===== src/adc_seq_pkg.sv =====
package adc_seq_pkg;
  // Register byte offsets on the APB bus
  localparam logic [7:0] ADDR_CTRL0 = 8'h00;
  localparam logic [7:0] ADDR_CTRL1 = 8'h04;
  localparam logic [7:0] ADDR_RES_HIGH = 8'h08;
  localparam logic [7:0] ADDR_RES_LOW = 8'h0C;
  localparam logic [7:0] ADDR_IRQ_STATUS = 8'h10;
  localparam logic [7:0] ADDR_IRQ_MASK = 8'h14;
  localparam logic [7:0] ADDR_IRQ_GLOBAL = 8'h18;
  localparam logic [7:0] ADDR_PIN_FUNC = 8'h1C;
  // Control word 0 field positions
  localparam int CH_LSB = 0;
  localparam int ALIGN_BIT = 4;
  localparam int PWR_BIT = 5;
  localparam int BUSY_BIT = 6;
  localparam int START_BIT = 7;
  // Control word 1 field positions
  localparam int DIV_LSB = 0;
  localparam int REF_LSB = 3;
  localparam int SRC_LSB = 5;
  // Reset values
  localparam logic [7:0] CTRL0_RST = 8'h00;
  localparam logic [7:0] CTRL1_RST = 8'h00;
  localparam logic [7:0] RESULT_RST = 8'h00;
  localparam logic [3:0] PIN_FUNC_RST = 4'h0;
  // Conversion timing in A/D clock cycles
  localparam logic [3:0] SAMPLE_CYC = 4'd4;
  localparam logic [3:0] CONV_CYC = 4'd10;
  localparam logic [4:0] TOTAL_CYC = 5'd14;
  // Converter word
  localparam int RES_W = 10;
  localparam logic [9:0] FULL_SCALE = 10'h3FF;
  localparam logic [9:0] MSB_MASK = 10'h200;
  // Input source and reference codes
  localparam logic [2:0] SRC_BANDGAP = 3'b001;
  localparam logic [2:0] SRC_LINE_AMP = 3'b010;
  localparam logic [2:0] SRC_GND_LO = 3'b011;
  localparam logic [2:0] SRC_GND_HI = 3'b100;
  localparam logic [1:0] REF_AVDD = 2'b01;
  localparam int NUM_EXT = 4;
  // Conversion sequencer states, Gray along idle-sample-convert
  typedef enum logic [1:0] {
    ST_IDLE = 2'b00,
    ST_SAMPLE = 2'b01,
    ST_CONVERT = 2'b11
  } conv_state_t;
endpackage


===== src/adc_clk_div.sv =====
`timescale 1ns/10ps
`default_nettype none
// A/D clock as a one-cycle enable every 2**div_sel system clocks
module adc_clk_div (
  input wire logic pclk,
  input wire logic presetn,
  input wire logic [2:0] div_sel,
  input wire logic restart,
  input wire logic run,
  output logic tick
);
  logic [6:0] cnt_reg;
  logic [6:0] cnt_next;
  logic [6:0] limit;

  // Terminal count from the divide code, zero means every clock
  always_comb begin
    limit = 7'((8'd1 << div_sel) - 8'd1);
    tick = run && (cnt_reg == limit);
    cnt_next = cnt_reg;
    if (restart || !run) begin
      cnt_next = 7'd0;
    end else if (tick) begin
      cnt_next = 7'd0;
    end else begin
      cnt_next = cnt_reg + 7'd1;
    end
  end

  // Counter register
  always_ff @(posedge pclk or negedge presetn) begin
    if (!presetn) begin
      cnt_reg <= 7'd0;
    end else begin
      cnt_reg <= cnt_next;
    end
  end
endmodule
`default_nettype wire


===== src/adc_input_route.sv =====
`timescale 1ns/10ps
`default_nettype none
// Analog switch, reference and pin-override decode, all registered
module adc_input_route
  import adc_seq_pkg::*;
(
  input wire logic pclk,
  input wire logic presetn,
  input wire logic [2:0] src_sel,
  input wire logic [3:0] ch_sel,
  input wire logic [1:0] ref_sel,
  input wire logic [3:0] pin_sel,
  output logic [3:0] ext_sw_en,
  output logic sel_bandgap,
  output logic sel_line_amp,
  output logic sel_ground,
  output logic ref_use_avdd,
  output logic [3:0] pin_func_dis,
  output logic [3:0] pin_pullup_dis,
  output logic [3:0] pin_dir_force_in
);
  logic [3:0] sw_next;
  logic [3:0] pin_next;
  logic bg_next;
  logic la_next;
  logic gnd_next;
  logic ref_next;

  // Per channel: switch follows channel code, pin override follows select
  for (genvar i = 0; i < NUM_EXT; i++) begin : g_ch
    assign sw_next[i] = (ch_sel == 4'(i));
    assign pin_next[i] = pin_sel[i];
  end

  // Internal sources; the external switch is not gated here on purpose
  always_comb begin
    bg_next = (src_sel == SRC_BANDGAP);
    la_next = (src_sel == SRC_LINE_AMP);
    gnd_next = (src_sel == SRC_GND_LO) || (src_sel == SRC_GND_HI);
    ref_next = (ref_sel == REF_AVDD);
  end

  // Output registers
  always_ff @(posedge pclk or negedge presetn) begin
    if (!presetn) begin
      ext_sw_en <= 4'h0;
      sel_bandgap <= 1'b0;
      sel_line_amp <= 1'b0;
      sel_ground <= 1'b0;
      ref_use_avdd <= 1'b0;
      pin_func_dis <= 4'h0;
      pin_pullup_dis <= 4'h0;
      pin_dir_force_in <= 4'h0;
    end else begin
      ext_sw_en <= sw_next;
      sel_bandgap <= bg_next;
      sel_line_amp <= la_next;
      sel_ground <= gnd_next;
      ref_use_avdd <= ref_next;
      pin_func_dis <= pin_next;
      pin_pullup_dis <= pin_next;
      pin_dir_force_in <= pin_next;
    end
  end
endmodule
`default_nettype wire


===== src/sar_adc_sequencer.sv =====
// Overview of operation
// - Analog pin drops other functions, pull-up, direction
// - External source codes route channels 0 to 3
// - Channel codes 4 to 15 leave input floating
// - Internal codes pick bandgap, line amp, ground
// - Four sampling plus ten converting A/D cycles
// - Start bit low-high-low launches the conversion
// - Busy high during conversion, results valid after
// - Power enable low switches converter fully off
// - Ten-bit result, full scale 3FF, step ref/1024
// - Conversion uses the selected reference source
// - Align bit picks 6/4 or 2/8 result split
// - Divide code gives system clock over 1 to 128
// - Completion sets flag and raises enabled interrupt
// - Results untouched while power enable is low
//
// Chosen here: the register offsets and register access over APB.
`timescale 1ns/10ps
`default_nettype none
module sar_adc_sequencer
  import adc_seq_pkg::*;
(
  input wire logic pclk,
  input wire logic presetn,
  input wire logic psel,
  input wire logic penable,
  input wire logic pwrite,
  input wire logic [7:0] paddr,
  input wire logic [31:0] pwdata,
  output logic [31:0] prdata,
  output logic pready,
  output logic pslverr,
  input wire logic cmp_in,
  output logic adc_irq,
  output logic conv_busy,
  output logic adc_power_on,
  output logic sample_en,
  output logic [9:0] dac_code,
  output logic ref_use_avdd,
  output logic [3:0] ext_sw_en,
  output logic sel_bandgap,
  output logic sel_line_amp,
  output logic sel_ground,
  output logic [3:0] pin_func_dis,
  output logic [3:0] pin_pullup_dis,
  output logic [3:0] pin_dir_force_in
);
  import adc_seq_pkg::*;

  // Software-visible state
  logic [7:0] ctrl0_reg; // Channel, align, power, start
  logic [7:0] ctrl0_next;
  logic [7:0] ctrl1_reg; // Divider, reference, source
  logic [7:0] ctrl1_next;
  logic [7:0] res_high_reg; // Upper result byte
  logic [7:0] res_high_next;
  logic [7:0] res_low_reg; // Lower result byte
  logic [7:0] res_low_next;
  logic irq_flag_reg; // Sticky completion flag
  logic irq_flag_next;
  logic irq_en_reg; // Per-source interrupt enable
  logic irq_en_next;
  logic gie_reg; // Global interrupt enable
  logic gie_next;
  logic [3:0] pin_sel_reg; // Pins given to analog input
  logic [3:0] pin_sel_next;

  // Bus answer state
  logic [31:0] prdata_reg;
  logic [31:0] prdata_next;
  logic pready_reg;
  logic pready_next;
  logic pslverr_reg;
  logic pslverr_next;

  // Sequencer state
  conv_state_t state_reg;
  conv_state_t state_next;
  logic [3:0] cnt_reg; // A/D cycles within the phase
  logic [3:0] cnt_next;
  logic [9:0] sar_reg; // Bits decided so far
  logic [9:0] sar_next;

  // Registered pins toward the analog core
  logic irq_reg;
  logic irq_next;
  logic sample_reg;
  logic sample_next;
  logic [9:0] dac_reg;
  logic [9:0] dac_next;
  logic pwr_reg;
  logic pwr_next;
  logic busy_reg; // Busy flag as a flop, mirrors the state register
  logic busy_next;

  // Shared decode terms
  logic setup_ph;
  logic wr_acc;
  logic rd_acc;
  logic hit;
  logic busy;
  logic launch;
  logic done;
  logic ad_tick;
  logic [9:0] bit_mask;
  logic [9:0] result;

  assign setup_ph = psel && !penable;
  assign wr_acc = psel && penable && pready_reg && pwrite;
  assign rd_acc = psel && penable && pready_reg && !pwrite;
  assign busy = (state_reg != ST_IDLE);

  // A/D clock enable; restarted at launch so phases align to it
  adc_clk_div i_adc_clk_div (
    .pclk(pclk),
    .presetn(presetn),
    .div_sel(ctrl1_reg[DIV_LSB +: 3]),
    .restart(launch),
    .run(busy),
    .tick(ad_tick)
  );

  // Switch and pin decode follows the stored selections directly
  adc_input_route i_adc_input_route (
    .pclk(pclk),
    .presetn(presetn),
    .src_sel(ctrl1_reg[SRC_LSB +: 3]),
    .ch_sel(ctrl0_reg[CH_LSB +: 4]),
    .ref_sel(ctrl1_reg[REF_LSB +: 2]),
    .pin_sel(pin_sel_reg),
    .ext_sw_en(ext_sw_en),
    .sel_bandgap(sel_bandgap),
    .sel_line_amp(sel_line_amp),
    .sel_ground(sel_ground),
    .ref_use_avdd(ref_use_avdd),
    .pin_func_dis(pin_func_dis),
    .pin_pullup_dis(pin_pullup_dis),
    .pin_dir_force_in(pin_dir_force_in)
  );

  // Bus decode: answer prepared in setup, writes land in access
  always_comb begin
    prdata_next = prdata_reg;
    pready_next = setup_ph;
    pslverr_next = 1'b0;
    ctrl0_next = ctrl0_reg;
    ctrl1_next = ctrl1_reg;
    irq_en_next = irq_en_reg;
    gie_next = gie_reg;
    pin_sel_next = pin_sel_reg;
    hit = 1'b1;
    // Read mux, sampled once in the setup cycle
    if (paddr == ADDR_CTRL0) begin
      prdata_next = {24'h00_0000, ctrl0_reg[START_BIT], busy, ctrl0_reg[5:0]};
    end else if (paddr == ADDR_CTRL1) begin
      prdata_next = {24'h00_0000, ctrl1_reg};
    end else if (paddr == ADDR_RES_HIGH) begin
      prdata_next = {24'h00_0000, res_high_reg};
    end else if (paddr == ADDR_RES_LOW) begin
      prdata_next = {24'h00_0000, res_low_reg};
    end else if (paddr == ADDR_IRQ_STATUS) begin
      prdata_next = {31'h0000_0000, irq_flag_reg};
    end else if (paddr == ADDR_IRQ_MASK) begin
      prdata_next = {31'h0000_0000, irq_en_reg};
    end else if (paddr == ADDR_IRQ_GLOBAL) begin
      prdata_next = {31'h0000_0000, gie_reg};
    end else if (paddr == ADDR_PIN_FUNC) begin
      prdata_next = {28'h000_0000, pin_sel_reg};
    end else begin
      // Unmapped: read zero, flag an error
      prdata_next = 32'h0000_0000;
      hit = 1'b0;
    end
    if (!setup_ph) begin
      prdata_next = prdata_reg;
    end
    if (setup_ph && !hit) begin
      pslverr_next = 1'b1;
    end
    // Writes; busy is read only so its stored bit stays zero
    if (wr_acc) begin
      if (paddr == ADDR_CTRL0) begin
        ctrl0_next = pwdata[7:0];
        ctrl0_next[BUSY_BIT] = 1'b0;
      end else if (paddr == ADDR_CTRL1) begin
        ctrl1_next = pwdata[7:0];
      end else if (paddr == ADDR_IRQ_MASK) begin
        irq_en_next = pwdata[0];
      end else if (paddr == ADDR_IRQ_GLOBAL) begin
        gie_next = pwdata[0];
      end else if (paddr == ADDR_PIN_FUNC) begin
        pin_sel_next = pwdata[3:0];
      end
    end
  end

  // Launch when the start bit is written back low after a high
  assign launch = wr_acc && (paddr == ADDR_CTRL0) && ctrl0_reg[START_BIT]
    && !pwdata[START_BIT] && ctrl0_reg[PWR_BIT] && pwdata[PWR_BIT] && !busy;

  assign bit_mask = MSB_MASK >> cnt_reg;
  assign done = (state_reg == ST_CONVERT) && ad_tick && ctrl0_reg[PWR_BIT]
    && (cnt_reg == CONV_CYC - 4'd1);

  // Successive approximation sequencer
  always_comb begin
    state_next = state_reg;
    cnt_next = cnt_reg;
    sar_next = sar_reg;
    res_high_next = res_high_reg;
    res_low_next = res_low_reg;
    result = sar_reg | (cmp_in ? bit_mask : 10'h000);
    case (state_reg)
      ST_IDLE: begin
        if (launch) begin
          state_next = ST_SAMPLE;
          cnt_next = 4'd0;
          sar_next = 10'h000;
        end
      end
      ST_SAMPLE: begin
        // Input tracked for four A/D clocks
        if (ad_tick) begin
          if (cnt_reg == SAMPLE_CYC - 4'd1) begin
            state_next = ST_CONVERT;
            cnt_next = 4'd0;
          end else begin
            cnt_next = cnt_reg + 4'd1;
          end
        end
      end
      ST_CONVERT: begin
        // One bit decided per A/D clock, MSB first
        if (ad_tick) begin
          sar_next = result;
          cnt_next = cnt_reg + 4'd1;
          if (done) begin
            state_next = ST_IDLE;
            cnt_next = 4'd0;
            // Both bytes change together with busy falling
            if (ctrl0_reg[ALIGN_BIT]) begin
              res_high_next = {6'h00, result[9:8]};
              res_low_next = result[7:0];
            end else begin
              res_high_next = {2'h0, result[9:4]};
              res_low_next = {4'h0, result[3:0]};
            end
          end
        end
      end
      default: begin
        state_next = ST_IDLE;
      end
    endcase
    // Power removed mid-conversion aborts; results stay as they are
    if (!ctrl0_reg[PWR_BIT] && busy) begin
      state_next = ST_IDLE;
      cnt_next = 4'd0;
      res_high_next = res_high_reg;
      res_low_next = res_low_reg;
    end
  end

  // Interrupt and analog-facing outputs
  always_comb begin
    irq_flag_next = irq_flag_reg;
    // Read of status clears only what that read returned
    if (rd_acc && (paddr == ADDR_IRQ_STATUS) && prdata_reg[0]) begin
      irq_flag_next = 1'b0;
    end
    // Completion wins over a clear in the same cycle
    if (done) begin
      irq_flag_next = 1'b1;
    end
    irq_next = irq_flag_next && irq_en_next && gie_next;
    pwr_next = ctrl0_next[PWR_BIT];
    sample_next = (state_next == ST_SAMPLE);
    busy_next = (state_next != ST_IDLE);
    // Trial code: decided bits plus the bit under test
    if (state_next == ST_CONVERT) begin
      dac_next = sar_next | (MSB_MASK >> cnt_next);
    end else begin
      dac_next = 10'h000;
    end
  end

  // Register bank
  always_ff @(posedge pclk or negedge presetn) begin
    if (!presetn) begin
      ctrl0_reg <= CTRL0_RST;
      ctrl1_reg <= CTRL1_RST;
      res_high_reg <= RESULT_RST;
      res_low_reg <= RESULT_RST;
      irq_flag_reg <= 1'b0;
      irq_en_reg <= 1'b0;
      gie_reg <= 1'b0;
      pin_sel_reg <= PIN_FUNC_RST;
      prdata_reg <= 32'h0000_0000;
      pready_reg <= 1'b0;
      pslverr_reg <= 1'b0;
    end else begin
      ctrl0_reg <= ctrl0_next;
      ctrl1_reg <= ctrl1_next;
      res_high_reg <= res_high_next;
      res_low_reg <= res_low_next;
      irq_flag_reg <= irq_flag_next;
      irq_en_reg <= irq_en_next;
      gie_reg <= gie_next;
      pin_sel_reg <= pin_sel_next;
      prdata_reg <= prdata_next;
      pready_reg <= pready_next;
      pslverr_reg <= pslverr_next;
    end
  end

  // Sequencer and analog pin registers
  always_ff @(posedge pclk or negedge presetn) begin
    if (!presetn) begin
      state_reg <= ST_IDLE;
      cnt_reg <= 4'd0;
      sar_reg <= 10'h000;
      irq_reg <= 1'b0;
      sample_reg <= 1'b0;
      dac_reg <= 10'h000;
      pwr_reg <= 1'b0;
      busy_reg <= 1'b0;
    end else begin
      state_reg <= state_next;
      cnt_reg <= cnt_next;
      sar_reg <= sar_next;
      irq_reg <= irq_next;
      sample_reg <= sample_next;
      dac_reg <= dac_next;
      pwr_reg <= pwr_next;
      busy_reg <= busy_next;
    end
  end

  assign prdata = prdata_reg;
  assign pready = pready_reg;
  assign pslverr = pslverr_reg;
  assign adc_irq = irq_reg;
  assign conv_busy = busy_reg;
  assign adc_power_on = pwr_reg;
  assign sample_en = sample_reg;
  assign dac_code = dac_reg;
endmodule
`default_nettype wire


===== config.mk =====
export PLATFORM = sky130hd
export DESIGN_NAME = sar_adc_sequencer
export DESIGN_NICKNAME = d
export VERILOG_FILES = /design/src/adc_seq_pkg.sv /design/src/adc_clk_div.sv /design/src/adc_input_route.sv /design/src/sar_adc_sequencer.sv
export SDC_FILE = /design/constraint.sdc
export NUM_CORES = 1
export LEC_CHECK = 0
export ABC_CLOCK_PERIOD_IN_PS = 3800
export BUFFER_PORTS_ARGS = -buffer_cell sky130_fd_sc_hd__buf_2
export CAP_MARGIN = 0
export CORE_ASPECT_RATIO = 1.25
export CORE_MARGIN = 3
export CORE_UTILIZATION = 42
export CTS_CLUSTER_DIAMETER = 30
export CTS_CLUSTER_SIZE = 12
export DETAILED_ROUTE_END_ITERATION = 8
export PLACE_DENSITY_LB_ADDON = 0.1
export SLEW_MARGIN = 20
export SYNTH_ARGS = -nofsm -noshare
export SYNTH_HDL_FRONTEND = slang
export SYNTH_SLANG_ARGS = --single-unit
export TNS_END_PERCENT = 30

===== constraint.sdc =====
create_clock -name pclk -period 3.8 [get_ports pclk]
set_input_delay 0.19 -clock pclk [delete_from_list [all_inputs] [get_ports pclk]]
set_output_delay 0.19 -clock pclk [all_outputs]
set_load 0.02 [all_outputs]

==> flow_summary.yaml <==
outcome:
  status: "complete, no violations"
pwr:
  leakage_nw: 2.60
  internal_power_mw: 1.49
  pwr-share-seq_pct: 51.9
  pwr-share-clk_pct: 43.7
  p_comb_share_pct: 4.4
  ir_drop_uv: 192
  swShare_pct: 23.4
  power_mw: 1.94
  power_switching_mw: 0.454
  p_per_area_nw_per_um2: 355
synthesis:
  synthCells: 486
  synth_seq_area_share_pct: 47.9
  synth-edff-count: 0
  yosys.cell_types.count: 70
  synth_area_um2: 4910
  ys_async_sr_fraction_pct: 100
  ys_ff_latch: 94
  ys.flop_type: "dfrtp_1"
  yosysMostFrequentCell: "dfrtp_1"
  yosys-top-cells-count: "94 x dfrtp_1, 42 x nand2_1, 36 x nor2_1"
  synthTopCellsByArea: "dfrtp_1 48%, buf_4 5.2%, mux2_2 4.8%, nand2_1 3.2%, ha_1 3.1%"
  yosysTopAreaCell: "dfrtp_1"
  synth_area_per_cell_um2: 10.1
  ys_warn_count: 0
  synth_top_area_share_pct: 47.9
finish:
  layout.cells.non_filler: 674
  multi_input_area_um2: 2240
  regArea_um2: 2350
  areaGrowthSynthToFinish_pct: 11.3
  fin_nets: 592
  drive_gt1_share_pct: 23.7
  antennaDiodeCount: 0
  n_fill_cell: 1069
drt:
  postRouteAntennaNets: 0
  drt_wl_total_um: 11300
  drt_iter0_drc: 204
  num_vias: 3697
  drc: 0
  drt_first_pass_iters: 5
  vias_per_cell: 5.49
  wl_per_cell_um: 16.8
clock_tree:
  htreeDepth: 3
  hold_buffers: 1
  clkTransAtPathRegs_ns: 0.07
  cts_root_buf: "clkbuf_16"
  cts_setup_buffers: 0
  cts.path.max_buffers: 2
  cts.sinks: 94
  clk_latency_ns: 0.34
  cts.repair.resized: 0
  cts_buffers: 9
  tritoncts: "built"
worst_setup_path:
  critPathSlowestCell: "or4b_1"
  cp_max_fo: 13
  worst-setup-path-type: "reg2reg"
  startpoint_type: "register"
  r2r_slack_ns: 0.74
  crit_chain: "nor2_1 > or4b_1 > a31oi_4 > and3_1 > and2_1 > o311ai_1 > nand2_2 > o21ba_2"
  critical_path.max_stage_delay_ns: 0.63
  path_buf_inv: 0
  reg2reg_depth: 8
  critical-path-top-delay-family: "simple AND/OR/NAND/NOR gates"
  worstPathRequired_ns: 4.03
  r2r_end: "dac_code[6]"
  path_depth: 8
  critPathCaptureType: "register"
  crit_arrival_ns: 3.29
  r2r-start: "ctrl1_reg[1]"
placement:
  dpl_worst_slack_ns: 0.765
  port_buffers: 65
  dp_hpwl_um: 8490
  gp_congestion: 0.873
  dp_cells: 657
sta:
  max_slew.worst_pin.slew_ns: 1.04
  setup_slack_ns: 0.738
  slew_headroom_pct: 30.4
  fin_crit_ns: 3.06
  finalHoldViolCount: 0
  maxSlewViolCount: 0
  tns_ns: 0
  setup_viol: 0
  rsz0062_at_grt: "no"
  finalCritPeriodShare_pct: 80.6
  fmax_ghz: 0.327
  skew_ns: 0.00676
grt:
  grt.overflow.total: 0
  grt_pass1_wl_um: 18100
  grt_pass1_vias: 3480
  antenna_found_initial: 0
  track_usage_pct: 17.9
  grt_max_degree: 66
floorplanning:
  rows: 43
  pin_count: 114
  die_h_um: 127
  die_w_um: 103
  initial_utilization_pct: 43.6
  core-area_um2: 11200
  die_area_um2: 13000
min_path:
  min_to: "ctrl1_reg[6]"
  min_from: "pwdata[6]"
  hold_depth: 2
  hp-class: "in2reg"
job:
  drv_cap: 0
==> worst max path at each step <==
| stage | startpoint | to | slack [ns] |
|---|---|---|---|
| 2_1_floorplan | state_reg[0] | dac_code[6] | 1.39 |
| 3_3_place_gp | ctrl1_reg[1] | dac_code[6] | 0.80 |
| 3_5_place_dp | ctrl1_reg[1] | dac_code[3] | 0.76 |
| 4_1_cts | ctrl1_reg[1] | dac_code[6] | 0.75 |
| 5_1_grt | ctrl1_reg[1] | dac_code[6] | 0.47 |
| 6_report | ctrl1_reg[1] | dac_code[6] | 0.74 |
==> cell usage in the layout, fill, tap and decap left out, types with 3 or more instances in the layout <==
cell type,instances
xnor2_1,5
clkinvlp_4,3
nor3b_1,6
nand3_1,15
a41oi_1,3
or2_2,4
and3_1,9
a211oi_1,4
ha_1,12
a21oi_1,23
o31ai_1,5
nand4_1,3
or3_1,3
buf_2,64
a31oi_1,11
nor3_1,12
dfrtp_1,94
o21ai_0,20
a311oi_1,4
clkbuf_16,9
nand2b_1,5
nand2_1,42
buf_4,3
a22oi_1,3
mux2_2,21
mux2i_1,5
nand3b_1,5
a221oi_1,3
o211ai_1,4
and2_1,8
inv_1,14
conb_1,24
nand4b_1,3
nor2_1,36
o21ba_2,5
==> cell type report <==
cell class              instances  area share [%]
repair buffers                 68            6.46
clock buffers                  10            4.38
clock inverters                 6           0.825
inverters                      17            1.17
multi-input cells             344            41.0
well taps                     135            3.09
flip-flops and latches         94            43.1
==> metal layers <==
| metal | up-vias | wire length [um] | track usage [%] | part of all wire, % |
|---|---|---|---|---|
| met3 | 22 | 470 | 3.30 | 4.2 |
| met4 | 0 | 293 | 6.87 | 2.6 |
| met5 | - | 0 | 0 | 0 |
| met2 | 117 | 5620 | 29.4 | 50 |
| li1 | 1779 | - | - | - |
| met1 | 1779 | 4910 | 23.2 | 43 |
==> metrics by stage <==
stage	utilization [%]	hold slack [ns]	instance area, um2
2_1_floorplan	-	-0.106	4990
3_3_place_gp	46.0	0.329	5170
3_5_place_dp	46.0	0.340	5170
4_1_cts	48.6	0.0806	5460
5_1_grt	48.6	0.0808	5460
6_report	48.6	0.0920	5460
==> cell families after synthesis <==
family / Yosys count / share of synthesized area (%)
compound gates: 106 / 15.1
xor+xnor: 6 / 1.07
fa+ha+maj: 12 / 3.06
buf+inv: 71 / 8.18
flops: 94 / 47.9
mux: 27 / 6.30
other cells: 1 / 0.0764
simple gates: 169 / 18.3
==> power by group through the flow <==
stage	Combinational [mW]	Sequential, mW	Clock (mW)
global placement	0.0851	1.03	0
finish	0.0858	1.01	0.848
global route	0.0964	1.01	0.921
floorplan	0.0583	1.03	0
CTS	0.0871	1.01	0.872
detailed placement	0.0860	1.03	0
==> worst reg2reg max path, cell delays in order (launching register included) <==
cell      delay [ns]
dfrtp_1         0.55
nor2_1          0.10
or4b_1          0.63
a31oi_4         0.26
and3_1          0.36
and2_1          0.48
o311ai_1        0.22
nand2_2         0.18
o21ba_2         0.18
(Power assumes the default switching activity.)
